**config.mk**
```make
export PLATFORM = sky130hd
export DESIGN_NAME = recpcs_top
export DESIGN_NICKNAME = d
export VERILOG_FILES = /design/src/design/recpcs_pkg.sv /design/src/design/recpcs_err_cnt.sv /design/src/design/recpcs_top.sv
export SDC_FILE = /design/constraint.sdc
export NUM_CORES = 1
export LEC_CHECK = 0
export BUFFER_PORTS_ARGS = -buffer_cell sky130_fd_sc_hd__clkbuf_2
export CAP_MARGIN = 20
export CORE_ASPECT_RATIO = 1.5
export CORE_MARGIN = 4
export CORE_UTILIZATION = 30
export DETAILED_ROUTE_END_ITERATION = 6
export PLACE_DENSITY = 0.41
export SYNTH_ARGS = -nofsm -noshare
export SYNTH_HDL_FRONTEND = slang
export SYNTH_SLANG_ARGS = --single-unit
```
**constraint.sdc**
```tcl
create_clock -name sys_clk_i -period 2.8 [get_ports sys_clk_i]
set_input_delay 0 -clock sys_clk_i [delete_from_list [all_inputs] [get_ports sys_clk_i]]
set_output_delay 0 -clock sys_clk_i [all_outputs]
set_load 0.05 [all_outputs]
```
**src/design/recpcs_pkg.sv**
```systemverilog
// package for the receive error counter and coding sublayer register bank
// assumes a serial management frame engine and a 200 MHz system clock
package recpcs_pkg;

    // ****************************************************************
    // register map and field layout
    // ****************************************************************
    localparam logic [4:0] RECPCS_ADDR_RX_ERR_CNT = 5'h15;
    localparam logic [4:0] RECPCS_ADDR_PCS_CFG = 5'h16;
    localparam int RECPCS_CNT_WIDTH = 8;
    localparam int RECPCS_BIT_FREE_CLK = 11;
    localparam int RECPCS_BIT_TRUE_QUIET = 10;
    localparam int RECPCS_BIT_FORCE_SD = 9;
    localparam int RECPCS_BIT_SIGNAL_DETECT_OPTION = 8;
    localparam int RECPCS_BIT_DESCRAMBLER_TIMEOUT_SELECT = 7;
    localparam int RECPCS_BIT_FORCE_LINK = 5;
    localparam int RECPCS_BIT_NRZI_BYP = 2;
    localparam logic [15:0] RECPCS_PCS_WR_MASK = 16'h0FA4;
    localparam logic [15:0] RECPCS_PCS_RESET = 16'h0100;

    // ****************************************************************
    // management frame codes and lengths
    // ****************************************************************
    localparam logic [1:0] RECPCS_OP_READ = 2'b10;
    localparam logic [1:0] RECPCS_OP_WRITE = 2'b01;
    localparam logic [4:0] RECPCS_HDR_BITS = 5'd13;
    localparam logic [4:0] RECPCS_TA_BITS = 5'd2;
    localparam logic [4:0] RECPCS_DATA_BITS = 5'd16;

    // ****************************************************************
    // timing
    // ****************************************************************
    localparam int RECPCS_CLK_MHZ = 200;
    localparam int RECPCS_DESC_SHORT_US = 722;
    localparam int RECPCS_DESC_LONG_MS = 2;
    localparam int RECPCS_DESC_SHORT_CYC =
        RECPCS_DESC_SHORT_US * RECPCS_CLK_MHZ;
    localparam int RECPCS_DESC_LONG_CYC =
        RECPCS_DESC_LONG_MS * 1000 * RECPCS_CLK_MHZ;

    typedef enum logic [1:0] {
        RECPCS_ST_IDLE = 2'b00,
        RECPCS_ST_HDR = 2'b01,
        RECPCS_ST_TA = 2'b10,
        RECPCS_ST_DATA = 2'b11
    } recpcs_state_t;

    // coding sublayer controls handed to the datapath
    typedef struct packed {
        logic free_clk;
        logic true_quiet_enable;
        logic forced_signal_detect;
        logic signal_detect_option;
        logic descrambler_timeout_select;
        logic forced_good_link;
        logic nrzi_bypass;
    } recpcs_ctrl_t;

endpackage

```
**src/design/recpcs_err_cnt.sv**
```systemverilog
// saturating receive symbol error counter, qualified per carrier event
// assumes carrier, symbol error and collision come from the system clock
`timescale 1ns/1ps
`default_nettype none
module recpcs_err_cnt #(
    parameter int WIDTH = recpcs_pkg::RECPCS_CNT_WIDTH
) (
    input wire logic sys_clk_i,
    input wire logic arst_n_i,
    input wire logic carrier_i,
    input wire logic sym_err_i,
    input wire logic collision_i,
    input wire logic clear_i,
    output logic [WIDTH-1:0] count_o
);
    import recpcs_pkg::*;

    initial begin
        if (WIDTH < 1 || WIDTH > 16) begin
            $error("recpcs_err_cnt: WIDTH must be 1 to 16");
        end
    end

    logic in_carrier_q, in_carrier_d;
    logic err_seen_q, err_seen_d;
    logic col_seen_q, col_seen_d;
    logic [WIDTH-1:0] count_q, count_d;
    logic bump;

    always_comb begin
        in_carrier_d = carrier_i;
        err_seen_d = err_seen_q;
        col_seen_d = col_seen_q;
        if (carrier_i && !in_carrier_q) begin
            err_seen_d = sym_err_i;
            col_seen_d = collision_i;
        end else if (carrier_i) begin
            err_seen_d = err_seen_q | sym_err_i;
            col_seen_d = col_seen_q | collision_i;
        end
        // counted once when the carrier event ends, never per symbol
        bump = in_carrier_q && !carrier_i &&
            err_seen_q && !col_seen_q;
        count_d = count_q;
        if (clear_i) begin
            count_d = '0;
        end
        // an event landing on the clear cycle survives as a count of one
        if (bump && (clear_i || count_q != {WIDTH{1'b1}})) begin
            count_d = clear_i ? WIDTH'(1) : count_q + WIDTH'(1);
        end
    end

    always_ff @(posedge sys_clk_i or negedge arst_n_i) begin
        if (!arst_n_i) begin
            in_carrier_q <= 1'b0;
            err_seen_q <= 1'b0;
            col_seen_q <= 1'b0;
            count_q <= '0;
        end else begin
            in_carrier_q <= in_carrier_d;
            err_seen_q <= err_seen_d;
            col_seen_q <= col_seen_d;
            count_q <= count_d;
        end
    end

    assign count_o = count_q;
endmodule
`default_nettype wire

```
**src/design/recpcs_top.sv**
```systemverilog
// receive error counter and coding sublayer register pair behind the
// serial management pins, with the 100 Mb/s link and lock logic
// assumes management clock far slower than sys_clk (bench: 80 ns period)
`timescale 1ns/1ps
`default_nettype none
module recpcs_top #(
    parameter int DESC_SHORT_CYC = recpcs_pkg::RECPCS_DESC_SHORT_CYC,
    parameter int DESC_LONG_CYC = recpcs_pkg::RECPCS_DESC_LONG_CYC
) (
    input wire logic sys_clk_i,
    input wire logic arst_n_i,
    input wire logic [4:0] phy_addr_i,
    input wire logic mgmt_clk_i,
    input wire logic mgmt_data_i,
    output logic mgmt_data_o,
    output logic mgmt_data_oe_o,
    input wire logic carrier_i,
    input wire logic rx_sym_err_i,
    input wire logic collision_i,
    input wire logic signal_level_i,
    input wire logic desc_acquire_i,
    input wire logic desc_idle_seen_i,
    output recpcs_pkg::recpcs_ctrl_t ctrl_o,
    output logic signal_detect_o,
    output logic desc_locked_o,
    output logic link_100_o
);
    import recpcs_pkg::*;

    initial begin
        if (DESC_SHORT_CYC < 1 || DESC_LONG_CYC < DESC_SHORT_CYC ||
            DESC_LONG_CYC >= (1 << 20)) begin
            $error("recpcs_top: descrambler timeout counts out of range");
        end
    end

    // ****************************************************************
    // pin synchronisers and management clock edge
    // ****************************************************************
    logic [1:0] mdc_sync_q, mdio_sync_q;
    logic mdc_prev_q;
    logic mdc_rise;

    always_ff @(posedge sys_clk_i or negedge arst_n_i) begin
        if (!arst_n_i) begin
            mdc_sync_q <= 2'b00;
            mdio_sync_q <= 2'b11;
            mdc_prev_q <= 1'b0;
        end else begin
            mdc_sync_q <= {mdc_sync_q[0], mgmt_clk_i};
            mdio_sync_q <= {mdio_sync_q[0], mgmt_data_i};
            mdc_prev_q <= mdc_sync_q[1];
        end
    end

    assign mdc_rise = mdc_sync_q[1] && !mdc_prev_q;

    // ****************************************************************
    // register decode
    // ****************************************************************
    function automatic logic reg_hit(input logic [4:0] a);
        reg_hit = (a == RECPCS_ADDR_RX_ERR_CNT) || (a == RECPCS_ADDR_PCS_CFG);
    endfunction

    logic [15:0] pcs_q, pcs_d;
    logic [RECPCS_CNT_WIDTH-1:0] err_count;
    logic cnt_clear;

    // ****************************************************************
    // serial management frame engine
    // ****************************************************************
    recpcs_state_t state_q, state_d;
    logic [4:0] cnt_q, cnt_d;
    logic [12:0] hdr_q, hdr_d;
    logic [15:0] shift_q, shift_d;
    logic oe_q, oe_d;
    logic out_q, out_d;
    logic mine;
    logic [15:0] rd_word;

    assign mine = hdr_q[12] && hdr_q[9:5] == phy_addr_i;

    always_comb begin
        rd_word = 16'h0000;
        if (hdr_q[4:0] == RECPCS_ADDR_RX_ERR_CNT) begin
            rd_word = {{(16 - RECPCS_CNT_WIDTH){1'b0}}, err_count};
        end else if (hdr_q[4:0] == RECPCS_ADDR_PCS_CFG) begin
            rd_word = pcs_q & RECPCS_PCS_WR_MASK;
        end
    end

    always_comb begin
        state_d = state_q;
        cnt_d = cnt_q;
        hdr_d = hdr_q;
        shift_d = shift_q;
        oe_d = oe_q;
        out_d = out_q;
        pcs_d = pcs_q;
        cnt_clear = 1'b0;
        if (mdc_rise) begin
            case (state_q)
                RECPCS_ST_IDLE: begin
                    oe_d = 1'b0;
                    // the zero of the start pattern ends the preamble
                    if (!mdio_sync_q[1]) begin
                        state_d = RECPCS_ST_HDR;
                        cnt_d = 5'd0;
                    end
                end
                RECPCS_ST_HDR: begin
                    hdr_d = {hdr_q[11:0], mdio_sync_q[1]};
                    cnt_d = cnt_q + 5'd1;
                    if (cnt_q == RECPCS_HDR_BITS - 5'd1) begin
                        state_d = RECPCS_ST_TA;
                        cnt_d = 5'd0;
                    end
                end
                RECPCS_ST_TA: begin
                    cnt_d = cnt_q + 5'd1;
                    if (cnt_q == 5'd0 && mine && reg_hit(hdr_q[4:0]) &&
                        hdr_q[11:10] == RECPCS_OP_READ) begin
                        shift_d = rd_word;
                        oe_d = 1'b1;
                        out_d = 1'b0;
                        if (hdr_q[4:0] == RECPCS_ADDR_RX_ERR_CNT) begin
                            cnt_clear = 1'b1;
                        end
                    end
                    if (cnt_q == RECPCS_TA_BITS - 5'd1) begin
                        state_d = RECPCS_ST_DATA;
                        cnt_d = 5'd0;
                        if (oe_q) begin
                            out_d = shift_q[15];
                            shift_d = {shift_q[14:0], 1'b0};
                        end
                    end
                end
                RECPCS_ST_DATA: begin
                    cnt_d = cnt_q + 5'd1;
                    if (oe_q) begin
                        out_d = shift_q[15];
                        shift_d = {shift_q[14:0], 1'b0};
                    end else begin
                        shift_d = {shift_q[14:0], mdio_sync_q[1]};
                    end
                    if (cnt_q == RECPCS_DATA_BITS - 5'd1) begin
                        state_d = RECPCS_ST_IDLE;
                        oe_d = 1'b0;
                        out_d = 1'b0;
                        // counter register takes no write at all
                        if (!oe_q && mine && hdr_q[11:10] == RECPCS_OP_WRITE &&
                            hdr_q[4:0] == RECPCS_ADDR_PCS_CFG &&
                            reg_hit(hdr_q[4:0])) begin
                            pcs_d = {shift_q[14:0], mdio_sync_q[1]} &
                                RECPCS_PCS_WR_MASK;
                        end
                    end
                end
                default: begin
                    state_d = RECPCS_ST_IDLE;
                    oe_d = 1'b0;
                end
            endcase
        end
    end

    always_ff @(posedge sys_clk_i or negedge arst_n_i) begin
        if (!arst_n_i) begin
            state_q <= RECPCS_ST_IDLE;
            cnt_q <= 5'd0;
            hdr_q <= 13'h0000;
            shift_q <= 16'h0000;
            oe_q <= 1'b0;
            out_q <= 1'b0;
            pcs_q <= RECPCS_PCS_RESET;
        end else begin
            state_q <= state_d;
            cnt_q <= cnt_d;
            hdr_q <= hdr_d;
            shift_q <= shift_d;
            oe_q <= oe_d;
            out_q <= out_d;
            pcs_q <= pcs_d;
        end
    end

    assign mgmt_data_o = out_q;
    assign mgmt_data_oe_o = oe_q;

    recpcs_err_cnt #(
        .WIDTH(RECPCS_CNT_WIDTH)
    ) u_err_cnt (
        .sys_clk_i(sys_clk_i),
        .arst_n_i(arst_n_i),
        .carrier_i(carrier_i),
        .sym_err_i(rx_sym_err_i),
        .collision_i(collision_i),
        .clear_i(cnt_clear),
        .count_o(err_count)
    );

    // ****************************************************************
    // coding sublayer controls
    // ****************************************************************
    always_comb begin
        ctrl_o.free_clk = pcs_q[RECPCS_BIT_FREE_CLK];
        ctrl_o.true_quiet_enable = pcs_q[RECPCS_BIT_TRUE_QUIET];
        ctrl_o.forced_signal_detect = pcs_q[RECPCS_BIT_FORCE_SD];
        ctrl_o.signal_detect_option = pcs_q[RECPCS_BIT_SIGNAL_DETECT_OPTION];
        ctrl_o.descrambler_timeout_select = pcs_q[RECPCS_BIT_DESCRAMBLER_TIMEOUT_SELECT];
        ctrl_o.forced_good_link = pcs_q[RECPCS_BIT_FORCE_LINK];
        ctrl_o.nrzi_bypass = pcs_q[RECPCS_BIT_NRZI_BYP];
    end

    // ****************************************************************
    // descrambler lock timer and 100 Mb/s link
    // ****************************************************************
    logic [19:0] tmo_q, tmo_d;
    logic lock_q, lock_d;
    logic link_q, link_d;
    logic sd;
    logic [19:0] tmo_limit;

    assign sd = pcs_q[RECPCS_BIT_FORCE_SD] | signal_level_i;
    assign tmo_limit = pcs_q[RECPCS_BIT_DESCRAMBLER_TIMEOUT_SELECT] ?
        20'(DESC_LONG_CYC) : 20'(DESC_SHORT_CYC);

    always_comb begin
        tmo_d = tmo_q;
        lock_d = lock_q;
        // lock is lost only when no idle arrives within the timeout
        if (!lock_q) begin
            lock_d = desc_acquire_i;
            tmo_d = 20'h0_0000;
        end else if (desc_idle_seen_i) begin
            tmo_d = 20'h0_0000;
        end else if (tmo_q >= tmo_limit - 20'h0_0001) begin
            lock_d = 1'b0;
            tmo_d = 20'h0_0000;
        end else begin
            tmo_d = tmo_q + 20'h0_0001;
        end
        if (!link_q) begin
            link_d = sd && lock_q;
        end else if (pcs_q[RECPCS_BIT_SIGNAL_DETECT_OPTION]) begin
            link_d = sd;
        end else begin
            link_d = sd && lock_q;
        end
    end

    always_ff @(posedge sys_clk_i or negedge arst_n_i) begin
        if (!arst_n_i) begin
            tmo_q <= 20'h0_0000;
            lock_q <= 1'b0;
            link_q <= 1'b0;
        end else begin
            tmo_q <= tmo_d;
            lock_q <= lock_d;
            link_q <= link_d;
        end
    end

    assign signal_detect_o = sd;
    assign desc_locked_o = lock_q;
    assign link_100_o = link_q | pcs_q[RECPCS_BIT_FORCE_LINK];
endmodule
`default_nettype wire

```
==> results of run 1 <==
[how the worst min path moves through the flow]
stage | start | end | depth (start not counted)
floorplan | arst_n_i | cnt_q[0] | 0
global placement | mgmt_data_i | mdio_sync_q[0] | 1
detailed placement | arst_n_i | cnt_q[2] | 1
CTS | arst_n_i | cnt_q[2] | 2
global route | arst_n_i | cnt_q[2] | 2
finish | arst_n_i | cnt_q[2] | 2
[timing repair]
action / in CTS / in global routing
gates resized for setup: 0 / 2
hold buffers: 10 / 0
hold endpoints to repair: 44 / 0
endpoints found under the setup margin: 0 / 1
[report_power, final]
| group | switching (W) | internal [W] | total (W) |
|---|---|---|---|
| Clock | 0.000481 | 0.000741 | 0.00122 |
| Sequential | 0.000159 | 0.00136 | 0.00152 |
| Combinational | 0.000404 | 0.000323 | 0.000727 |
[placed cells by master, fill, tap and decap left out, types with 11 or more instances in the layout]
| master | netlist | final |
|---|---|---|
| dfrtp_1 | 80 | 80 |
| o21ai_0 | 11 | 11 |
| xor2_1 | 14 | 14 |
| nand3_1 | 15 | 15 |
| inv_1 | 20 | 20 |
| xnor2_1 | 14 | 14 |
| nor2_1 | 44 | 44 |
| mux2_2 | 26 | 26 |
| clkbuf_2 | 0 | 25 |
| nand2_1 | 25 | 25 |
| a21oi_1 | 11 | 11 |
| ha_1 | 20 | 20 |
[registers in the layout, summed over array words and instances, names as in the netlist, 2 cells and up]
name               cells
tmo_q                 20
shift_q               16
hdr_q                 13
u_err_cnt.count_o      8
pcs_q                  7
cnt_q                  5
mdc_sync_q             2
mdio_sync_q            2
state_q                2
[area by class of cell]
class                           instances  area [sq um]
Sequential cell                        83          2080
Multi-Input combinational cell        274          2030
Tap cell                              162           203
Fill cell                            1336          8620
Timing Repair Buffer                   40           283
Clock inverter                          4          48.8
Clock buffer                           12           256
Inverter                               20          75.1
[cell usage after synthesis (2+ instances only)]
library cell | count | area [sq um]
and2_2 | 4 | 30.0
nor2_1 | 44 | 165
xnor2_1 | 14 | 123
nor3b_2 | 2 | 25.0
a22o_2 | 3 | 30.0
inv_1 | 20 | 75.1
xor2_1 | 14 | 123
a21oi_1 | 11 | 55.1
nor4b_2 | 2 | 30.0
dfstp_2 | 3 | 78.8
o21ai_0 | 11 | 55.1
nand2_1 | 25 | 93.8
a221o_1 | 5 | 50.1
mux2_1 | 2 | 22.5
dfrtp_1 | 80 | 2000
nor4_1 | 5 | 31.3
mux2i_1 | 4 | 40.0
mux2_2 | 26 | 293
o21ai_1 | 2 | 10.0
nand4_1 | 9 | 56.3
nor3_1 | 8 | 40.0
a21o_1 | 3 | 22.5
nor2b_1 | 3 | 18.8
and2_1 | 3 | 18.8
ha_1 | 20 | 250
a22o_1 | 3 | 26.3
nand2b_1 | 2 | 12.5
and4_1 | 2 | 17.5
buf_2 | 3 | 15.0
and3_1 | 3 | 18.8
nand3_1 | 15 | 75.1
nand4b_1 | 2 | 17.5
[cell families after synthesis]
| kind of cell | synth area share |
|---|---|
| and+or+nand+nor | 0.184 |
| DFF | 0.494 |
| AOI/OAI and AO/OA | 0.0936 |
| muxes | 0.0844 |
| xor gates and xnor gates | 0.0582 |
| buffers and inverters | 0.0259 |
| adders and majority gates | 0.0594 |
[per-stage QoR]
step	hold slack, ns	utilization	instance area [sq um]
2_1_floorplan	-0.296	-	4210
3_3_place_gp	0.0961	0.333	4530
3_5_place_dp	0.0180	0.335	4560
4_1_cts	0.203	0.365	4970
5_1_grt	0.237	0.366	4970
6_report	0.195	0.366	4970
[worst max-delay path: cells and delay by family (launching register included)]
kind / cells / cell delay [ns]
simple gates: 3 / 0.42
fa+ha+maj: 1 / 0.34
compound gates: 2 / 0.49
buf+inv: 2 / 0.72
flops: 1 / 0.46
[layer usage]
| layer | up-vias | global-route usage |
|---|---|---|
| li1 | 1441 | - |
| met3 | 9 | 0.0245 |
| met2 | 30 | 0.217 |
| met1 | 1435 | 0.149 |
| met5 | - | 0 |
| met4 | 0 | 0.0463 |
==> reports/results.tsv, run 1 <==
stage	metric	value	unit
synthesis	Ys Warns	0	
timing	final worst slack	0.308	ns
clocking	Clock Latency Late Sink	0.33	ns
clocking	worst-case clock buffer depth	2	
synthesis	Synth Instances	383	
synthesis	ys flop type	dfrtp_1	
run_status	status	finished clean	
drt	Routed WL	9160	microns
timing	Final Max Slew Viols	0	
worst_setup_path	Worst EP arrival	2.76	ns
flow_run	Max Cap Viol	0	
die	# rows	52	
pwr	total power	0.00347	W
placement	Setup WS pre-CTS	0.475	ns
synthesis	mapped cell area	4210	sq um
pwr	Max IR drop VDD	0.232	mV
worst_setup_path	Worst setup SP type	flip-flop	
final_layout	# diodes	0	
worst_setup_path	Max FO, Critical Path	6	
pwr	Pwr per Cell Area	697	nW/um^2
worst_setup_path	slowest stage cell, crit path	dlygate4sd3_1	
final_layout	P&R area growth vs syn	18.1	%
die	Die H	153	microns
worst_setup_path	crit path capture	desc_locked_o	
drt	Pre-antenna DRT Iters	4	
clocking	H-tree depth reported by CTS	3	
drt	drt wl/cell	15.4	microns
timing	final period utilization	0.890	
grt	first-pass GRT wire length	16100	microns
worst_hold_path	HP Class	in -> async	
die	core area	13600	sq um
clocking	clk slew on worst S/H paths	0.07	ns
grt	total global routing overflow	0	
worst_setup_path	CP max stage delay	0.55	ns
clocking	Root Driver	clkbuf_16	
final_layout	final net count	463	
pwr	Leak	2.27	nW
drt	drt drc	0	
grt	vias in the first global route	3152	
timing	RSZ-0062 raised after global routing	false	
drt	starting DRC count in detailed routing	72	
drt	Via Count	2915	
drt	Via density	4.90	
clocking	setup bufs post-CTS	0	
placement	# port buffers	26	
die	Die Area	16000	sq um
synthesis	Avg Inst Size Synth	11.0	sq um
synthesis	fraction of registers with async set/reset	1.00	
worst_setup_path	Setup crit end kind	flip-flop	
worst_setup_path	cell depth of the worst flop-to-flop path	8	
worst_setup_path	crit-path cells	inv_1 > ha_1 > a2111oi_1 > nand3_1 > nor3_2 > nor3_1 > a21oi_1 > dlygate4sd3_1	
worst_setup_path	Crit Path Class	reg -> reg	
timing	minimum clock period	2.49	ns
synthesis	post-synthesis sequential area ratio	0.494	
clocking	CTS Buf Count	9	
timing	Worst Tran Pin Value	0.629	ns
clocking	CTS tree	yes	
die	Initial Util	0.310	
drt	DRT antenna net count	0	
final_layout	fin cells	595	
timing	Fin Clk Skew	0.00736	ns
placement	Placed Cells	569	
timing	TNS Setup	0	ns
worst_setup_path	FF-to-FF Start	pcs_q[7]	
timing	Setup-failing EPs final	0	
drt	met3 routed WL	212	microns
placement	dpl hpwl	6620	microns
drt	uppermost layer routed	met4	
synthesis	synth unique cells	62	
timing	Fin. Hold Viols	0	
timing	Rel. slew slack	0.577	
timing	Achievable Freq	401	MHz
grt	largest net degree at the start of global routing	46	
grt	Global Route Usage Sum	0.124	
placement	GP Congestion	0.749	
synthesis	Mapped Nets	418	
clocking	clock sinks	83	
die	Die Span X	105	microns
synthesis	number of flops mapped to enable cells by yosys	0	
grt	initial antenna violation count	0	
worst_setup_path	R2R Path End	desc_locked_o	
drt	met2 wire len	4760	microns
worst_setup_path	r2r setup slk	0.31	ns
drt	WL met1	4050	microns
worst_setup_path	Worst EP required	3.07	ns
final_layout	share of cells above drive strength 1	0.229	
die	I/O pin total	27	
worst_setup_path	Worst Setup SP	pcs_q[7]	
synthesis	Seq cells post-synth	83	
No activity file was read; power rests on OpenSTA's default activity.
==> run 2: changes to the inputs <==
SYNTH_HIERARCHICAL = 1   (was not set)
==> reports/results.tsv, run 2 <==
stage	metric	value	unit	change
worst_setup_path	Worst EP arrival	2.67	ns	-0.09 ns
final_layout	most common cell after layout, fill and taps aside	dfrtp_1		
final_layout	Regs by FF count	tmo_q (20), shift_q (16), hdr_q (13)		
die	Die Span X	105	microns	+0.34%
timing	Fin Clk Skew	0.00875	ns	+0.00139 ns
synthesis	Mapped Nets	426		+1.9%
synthesis	XOR/XNOR share of the synthesized area	0.0537		-0.00456
timing	Final Max Slew Viols	0		unchanged
clocking	clock sinks	83		unchanged
drt	Via Count	3127		+7.3%
synthesis	Ys Warns	6		+6
clocking	clk slew on worst S/H paths	0.07	ns	about the same
clocking	post-CTS sizing	0		unchanged
drt	Pre-antenna DRT Iters	4		unchanged
worst_hold_path	hold_sp	desc_idle_seen_i		
grt	initial antenna violation count	0		unchanged
synthesis	fraction of registers with async set/reset	1.00		unchanged
synthesis	number of flops mapped to enable cells by yosys	0		unchanged
timing	Fin. Hold Viols	0		unchanged
worst_setup_path	FF-to-FF Start	cnt_q[3]		
timing	Rel. slew slack	0.501		-0.0760
worst_setup_path	Worst EP required	3.03	ns	-0.04 ns
worst_setup_path	CP max stage delay	0.57	ns	+0.02 ns
worst_setup_path	CP bufs+invs	1		-1
clocking	H-tree depth reported by CTS	3		unchanged
pwr	Max IR drop VDD	0.327	mV	+41%
placement	dpl hpwl	7130	microns	+7.8%
drt	Routed WL	9860	microns	+7.6%
drt	DRT antenna net count	0		unchanged
timing	RSZ-0062 raised after global routing	false		
synthesis	ys flop type	dfrtp_1		
placement	post-placement cell area	4620	sq um	+1.3%
drt	Via density	5.13		+4.6%
final_layout	Fill cells	1408		+5.4%
die	# rows	53		+1.9%
run_status	status	finished clean		
timing	Setup-failing EPs final	0		unchanged
synthesis	Seq cells post-synth	83		unchanged
clocking	CTS Buf Count	9		unchanged
die	Die H	154	microns	+0.35%
clocking	Root Driver	clkbuf_16		
final_layout	share of cells above drive strength 1	0.200		-0.0286
pwr	Leak	2.29	nW	+0.89%
final_layout	Biggest register	tmo_q		
clocking	CTS tree	yes		
die	Initial Util	0.305		-0.00504
synthesis	Post-Synth Adder-Cell Area	0.0590		-0.000438
synthesis	Synth Instances	391		+2.1%
grt	total global routing overflow	0		unchanged
final_layout	design area	5000	sq um	+0.58%
timing	Worst Tran Pin Value	0.749	ns	+0.120 ns
synthesis	post-synthesis sequential area ratio	0.491		-0.00364
final_layout	P&R area growth vs syn	17.9	%	
drt	drt drc	0		unchanged
timing	Achievable Freq	409	MHz	+1.9%
clocking	worst-case clock buffer depth	2		unchanged
pwr	Pwr per Cell Area	739	nW/um^2	+6.0%
grt	largest net degree at the start of global routing	54		+17%
worst_setup_path	Worst Setup SP	cnt_q[3]		
final_layout	most frequent cells in the layout	dfrtp_1 (80), nor2_1 (37), nand2_1 (25), clkbuf_2 (25)		
synthesis	synth unique cells	57		-8.1%
synthesis	Post-synth top cells	dfrtp_1 (80), nor2_1 (37), nand2_1 (25)		
timing	minimum clock period	2.45	ns	-0.0473 ns
worst_setup_path	Max FO, Critical Path	8		+2
grt	vias in the first global route	3286		+4.3%
final_layout	final net count	475		+2.6%
synthesis	mapped cell area	4240	sq um	+0.74%
grt	first-pass GRT wire length	16900	microns	+5.1%
worst_setup_path	Worst setup SP type	flip-flop		
synthesis	Synth area leaders	dfrtp_1 (47%), ha_1 (5.9%), mux2_2 (5.3%), nor2_1 (3.3%), xnor2_1 (2.7%)		
worst_setup_path	crit-path cells	or4b_1 > nor4_2 > and3_1 > and4_1 > buf_4 > nor2_1 > mux2_4		
worst_setup_path	slowest stage cell, crit path	or4b_1		
grt	Global Route Usage Sum	0.131		+0.00686
drt	drt wl/cell	16.2	microns	+5.0%
synthesis	largest family of logic cells by synthesized area	simple AND/OR/NAND/NOR gates		
placement	GP Congestion	0.830		+11%
die	I/O pin total	27		unchanged
clocking	hold buffer count at CTS	8		-2
timing	final period utilization	0.873		-0.0169
final_layout	max reg flops	20		unchanged
synthesis	count leader, synth	dfrtp_1		
synthesis	mux cell area share after synthesis	0.0614		-0.0230
synthesis	Yosys top cell area share	0.472		-0.00351
worst_setup_path	Setup crit end kind	flip-flop		
worst_setup_path	Crit Path Class	reg -> reg		
timing	TNS Setup	0	ns	unchanged
worst_setup_path	CP delay by family, top	simple AND/OR/NAND/NOR gates		
synthesis	post-synthesis compound-gate area fraction	0.116		+0.0226
clocking	Clock Latency Late Sink	0.34	ns	about the same
placement	# port buffers	26		unchanged
die	Die Area	16100	sq um	+0.70%
die	core area	13900	sq um	+2.4%
flow_run	Max Cap Viol	0		unchanged
synthesis	area leader, netlist	dfrtp_1		
clocking	setup bufs post-CTS	0		unchanged
drt	starting DRC count in detailed routing	81		+13%
worst_hold_path	HP Class	in -> reg		
synthesis	area share of and/or/nand/nor cells after synthesis	0.193		+0.00897
synthesis	Avg Inst Size Synth	10.8	sq um	-1.3%
final_layout	# diodes	0		unchanged
run 2: changes by cell type after synthesis, sizes merged, moves of 5 or more:
cell,before,now
nor2,45,38
and4,2,9
o21ai,13,7
o211ai,1,6
and2,7,1
nand4,11,6
mux2,28,21
nor3b,2,10
o22ai,0,5
run 2: cells by family after synthesis:
kind of cell | count (synthesis)
AOI/OAI and AO/OA | 67
xor gates and xnor gates | 26
adders and majority gates | 20
buffers and inverters | 24
DFF | 83
muxes | 23
and+or+nand+nor | 148
run 2: metrics by stage:
step / total power (W) / util / std cells / setup slack, ns / hold WS, ns
finish: 0.00369 / 0.359 / 610 / 0.355 / 0.0166
global route: 0.00395 / 0.359 / 610 / 0.213 / 0.0543
detailed placement: 0.00251 / 0.332 / 586 / 0.350 / 0.0935
global placement: 0.00249 / 0.332 / 586 / 0.393 / 0.0923
floorplan: 0.00222 / - / 391 / 0.242 / -0.296
CTS: 0.00376 / 0.359 / 610 / 0.341 / 0.0274
run 2: power breakdown:
group	switching, W	internal, W	total (W)
Sequential	0.000233	0.00142	0.00166
Clock	0.000517	0.000698	0.00122
Combinational	0.000420	0.000402	0.000822
Total	0.00117	0.00252	0.00369
run 2: worst min-delay path, delay by kind of cell:
kind,cells,cell delay (ns)
AOI/OAI and AO/OA,1,0.16
buffers and inverters,1,0.09
and+or+nand+nor,1,0.05
run 2: final cells by class:
class / instances / area, sq um / area share
inverter: 16 / 60.1 / 0.0120
clock inverter: 7 / 76.3 / 0.0153
tap: 165 / 206 / 0.0413
timing repair buffer: 46 / 303 / 0.0605
sequential: 83 / 2080 / 0.416
multi-input combinational: 284 / 2050 / 0.410
clock buffer: 9 / 225 / 0.0450
run 2: metal layers:
| layer | wire length [microns] | up-vias | GRT usage |
|---|---|---|---|
| met5 | 0 | - | 0 |
| met4 | 231 | 0 | 0.0588 |
| met3 | 202 | 15 | 0.0210 |
| met2 | 5160 | 35 | 0.235 |
| met1 | 4270 | 1543 | 0.152 |
| li1 | - | 1534 | - |
run 2: worst paths after layout:
path / to / slack (ns) / cells past startpoint
max: u_err_cnt/count_o[3] / 0.35 / 7
min: desc_locked_o / 0.02 / 3
max reg2reg: u_err_cnt/count_o[3] / 0.35 / 7
min reg2reg: mdc_sync_q[1] / 0.35 / 0
max in group asynchronous: mdio_sync_q[0] / 1.75 / 3
min in group asynchronous: cnt_q[1] / 0.26 / 2
==> run 3: changes to the inputs <==
HOLD_SLACK_MARGIN = 0.1   (was not set)
SETUP_SLACK_MARGIN = 0.3   (was not set)
==> reports/results.tsv, run 3 (same netlist as run 2, synthesis figures left out) <==
stage	metric	value	unit	change
worst_setup_path	CP max stage delay	0.59	ns	+0.02 ns
placement	dpl hpwl	7010	microns	-1.7%
final_layout	most common cell after layout, fill and taps aside	dfrtp_1		
final_layout	Util after Layout	0.363		+0.00359
clocking	worst-case clock buffer depth	2		unchanged
worst_setup_path	crit-path cells	or4b_1 > nor4_4 > and3_2 > and4_1 > buf_4 > nor2_1 > mux2_4		
final_layout	# diodes	0		unchanged
clocking	H-tree depth reported by CTS	3		unchanged
worst_hold_path	HP Class	in -> async		
final_layout	Regs by FF count	tmo_q (20), shift_q (16), hdr_q (13)		
clocking	CTS tree	yes		
placement	Setup WS pre-CTS	0.319	ns	-0.0306 ns
clocking	clk slew on worst S/H paths	0.07	ns	about the same
timing	RSZ-0062 raised after global routing	true		
die	Die Area	16100	sq um	unchanged
grt	Global Route Usage Sum	0.127		-0.00340
placement	# port buffers	26		unchanged
final_layout	max reg flops	20		unchanged
timing	Achievable Freq	410	MHz	+0.14%
die	# rows	53		unchanged
drt	drt wl/cell	15.8	microns	-1.9%
drt	Via density	5.08		-0.99%
final_layout	final net count	474		-0.21%
placement	Placed Cells	584		-0.34%
clocking	Clock Latency Late Sink	0.34	ns	about the same
run_status	status	finished clean		
die	I/O pin total	27		unchanged
timing	minimum clock period	2.44	ns	-0.00342 ns
timing	TNS Setup	0	ns	unchanged
drt	DRT antenna net count	0		unchanged
worst_setup_path	Worst EP required	3.03	ns	about the same
worst_setup_path	Setup crit end kind	flip-flop		
grt	largest net degree at the start of global routing	48		-11%
grt	initial antenna violation count	0		unchanged
drt	Via Count	3091		-1.2%
flow_run	Max Cap Viol	0		unchanged
drt	starting DRC count in detailed routing	81		unchanged
drt	Pre-antenna DRT Iters	4		unchanged
timing	Fin Clk Skew	0.0108	ns	+0.00209 ns
die	Die H	154	microns	unchanged
clocking	Root Driver	clkbuf_16		
final_layout	Fill cells	1427		+1.3%
clocking	clock sinks	83		unchanged
die	Die Span X	105	microns	unchanged
placement	GP Congestion	0.770		-7.2%
die	Initial Util	0.305		unchanged
grt	first-pass GRT wire length	16400	microns	-2.7%
worst_setup_path	slowest stage cell, crit path	or4b_1		
pwr	Pwr per Cell Area	751	nW/um^2	+1.7%
drt	drt drc	0		unchanged
timing	Fin. Hold Viols	0		unchanged
final_layout	Biggest register	tmo_q		
timing	Rel. slew slack	0.564		+0.0638
pwr	Max IR drop VDD	0.346	mV	+5.8%
worst_setup_path	Worst setup SP type	flip-flop		
final_layout	most frequent cells in the layout	dfrtp_1 (79), nor2_1 (37), nand2_1 (25), clkbuf_2 (25)		
worst_setup_path	r2r setup slk	0.36	ns	about the same
timing	Worst Tran Pin Value	0.653	ns	-0.0957 ns
worst_setup_path	Crit Path Class	reg -> reg		
final_layout	P&R area growth vs syn	19.1	%	
timing	Setup-failing EPs final	0		unchanged
worst_setup_path	Worst EP arrival	2.67	ns	about the same
final_layout	fin cells	609		-0.16%
grt	vias in the first global route	3221		-2.0%
worst_setup_path	Max FO, Critical Path	8		unchanged
timing	final period utilization	0.872		-0.00122
drt	Routed WL	9650	microns	-2.1%
final_layout	share of cells above drive strength 1	0.205		+0.00495
die	core area	13900	sq um	unchanged
timing	Final Max Slew Viols	0		unchanged
clocking	CTS Buf Count	9		unchanged
timing	final worst slack	0.358	ns	+0.00342 ns
grt	total global routing overflow	0		unchanged
timing	hold slack	0.223	ns	+0.206 ns
pwr	Leak	2.30	nW	+0.64%
run 3: cell count changes in the layout (fill, tap and decap cells not counted), sizes merged:
| cell | previous run | this run |
|---|---|---|
| buf | 13 | 11 |
| bufinv | 1 | 2 |
| dlygate4sd3 | 8 | 9 |
| inv | 18 | 17 |
run 3: power by group:
part	internal, W	leakage [nW]	switching [W]
combinational	0.000404	1.07	0.000431
sequential	0.00142	1.08	0.000235
clock	0.000788	0.154	0.000515
run 3: path summary, 6_finish.rpt:
kind | from | end | cells past startpoint
setup / recovery | cnt_q[3] | u_err_cnt/count_o[3] | 7
hold / removal | arst_n_i | state_q[0] | 2
setup reg to reg | cnt_q[3] | u_err_cnt/count_o[3] | 7
hold reg to reg | mdio_sync_q[0] | mdio_sync_q[1] | 0
max in group asynchronous | arst_n_i | mdio_sync_q[0] | 3
min in group sys_clk_i | mgmt_data_i | mdio_sync_q[0] | 2
run 3: what timing repair did:
| item | CTS | global route |
|---|---|---|
| endpoints found under the hold margin | 54 | 0 |
| setup endpoints to repair | 0 | 25 |
| setup buffers | 0 | 0 |
| gates resized for setup | 0 | 4 |
| hold buffers | 9 | 0 |
run 3: area by class of cell:
class,instances,area (sq um),share of cell area
Tap cell,165,206,0.0409
Inverter,16,60.1,0.0119
Clock buffer,9,225,0.0446
Timing Repair Buffer,45,310,0.0614
Clock inverter,7,100,0.0198
Sequential cell,83,2080,0.412
Multi-Input combinational cell,284,2070,0.409
run 3: metrics by stage:
| step | total power (W) | cell area (sq um) |
|---|---|---|
| 6_report | 0.00380 | 5050 |
| 5_1_grt | 0.00404 | 5050 |
| 4_1_cts | 0.00385 | 5030 |
| 3_5_place_dp | 0.00249 | 4620 |
| 3_3_place_gp | 0.00249 | 4620 |
| 2_1_floorplan | 0.00222 | 4240 |
run 3: metal layers:
layer	track usage	part of all wire	vias to the layer above
met3	0.0281	0.021	12
met1	0.151	0.43	1528
met4	0.0463	0.017	0
li1	-	-	1526
met5	0	0	-
met2	0.224	0.53	25
run 3: worst max-delay path: cells and delay by family, from the launching register on:
| kind | cells | cell delay [ns] |
|---|---|---|
| simple gates | 5 | 1.47 |
| buf+inv | 1 | 0.16 |
| flops | 1 | 0.44 |
| mux | 1 | 0.27 |
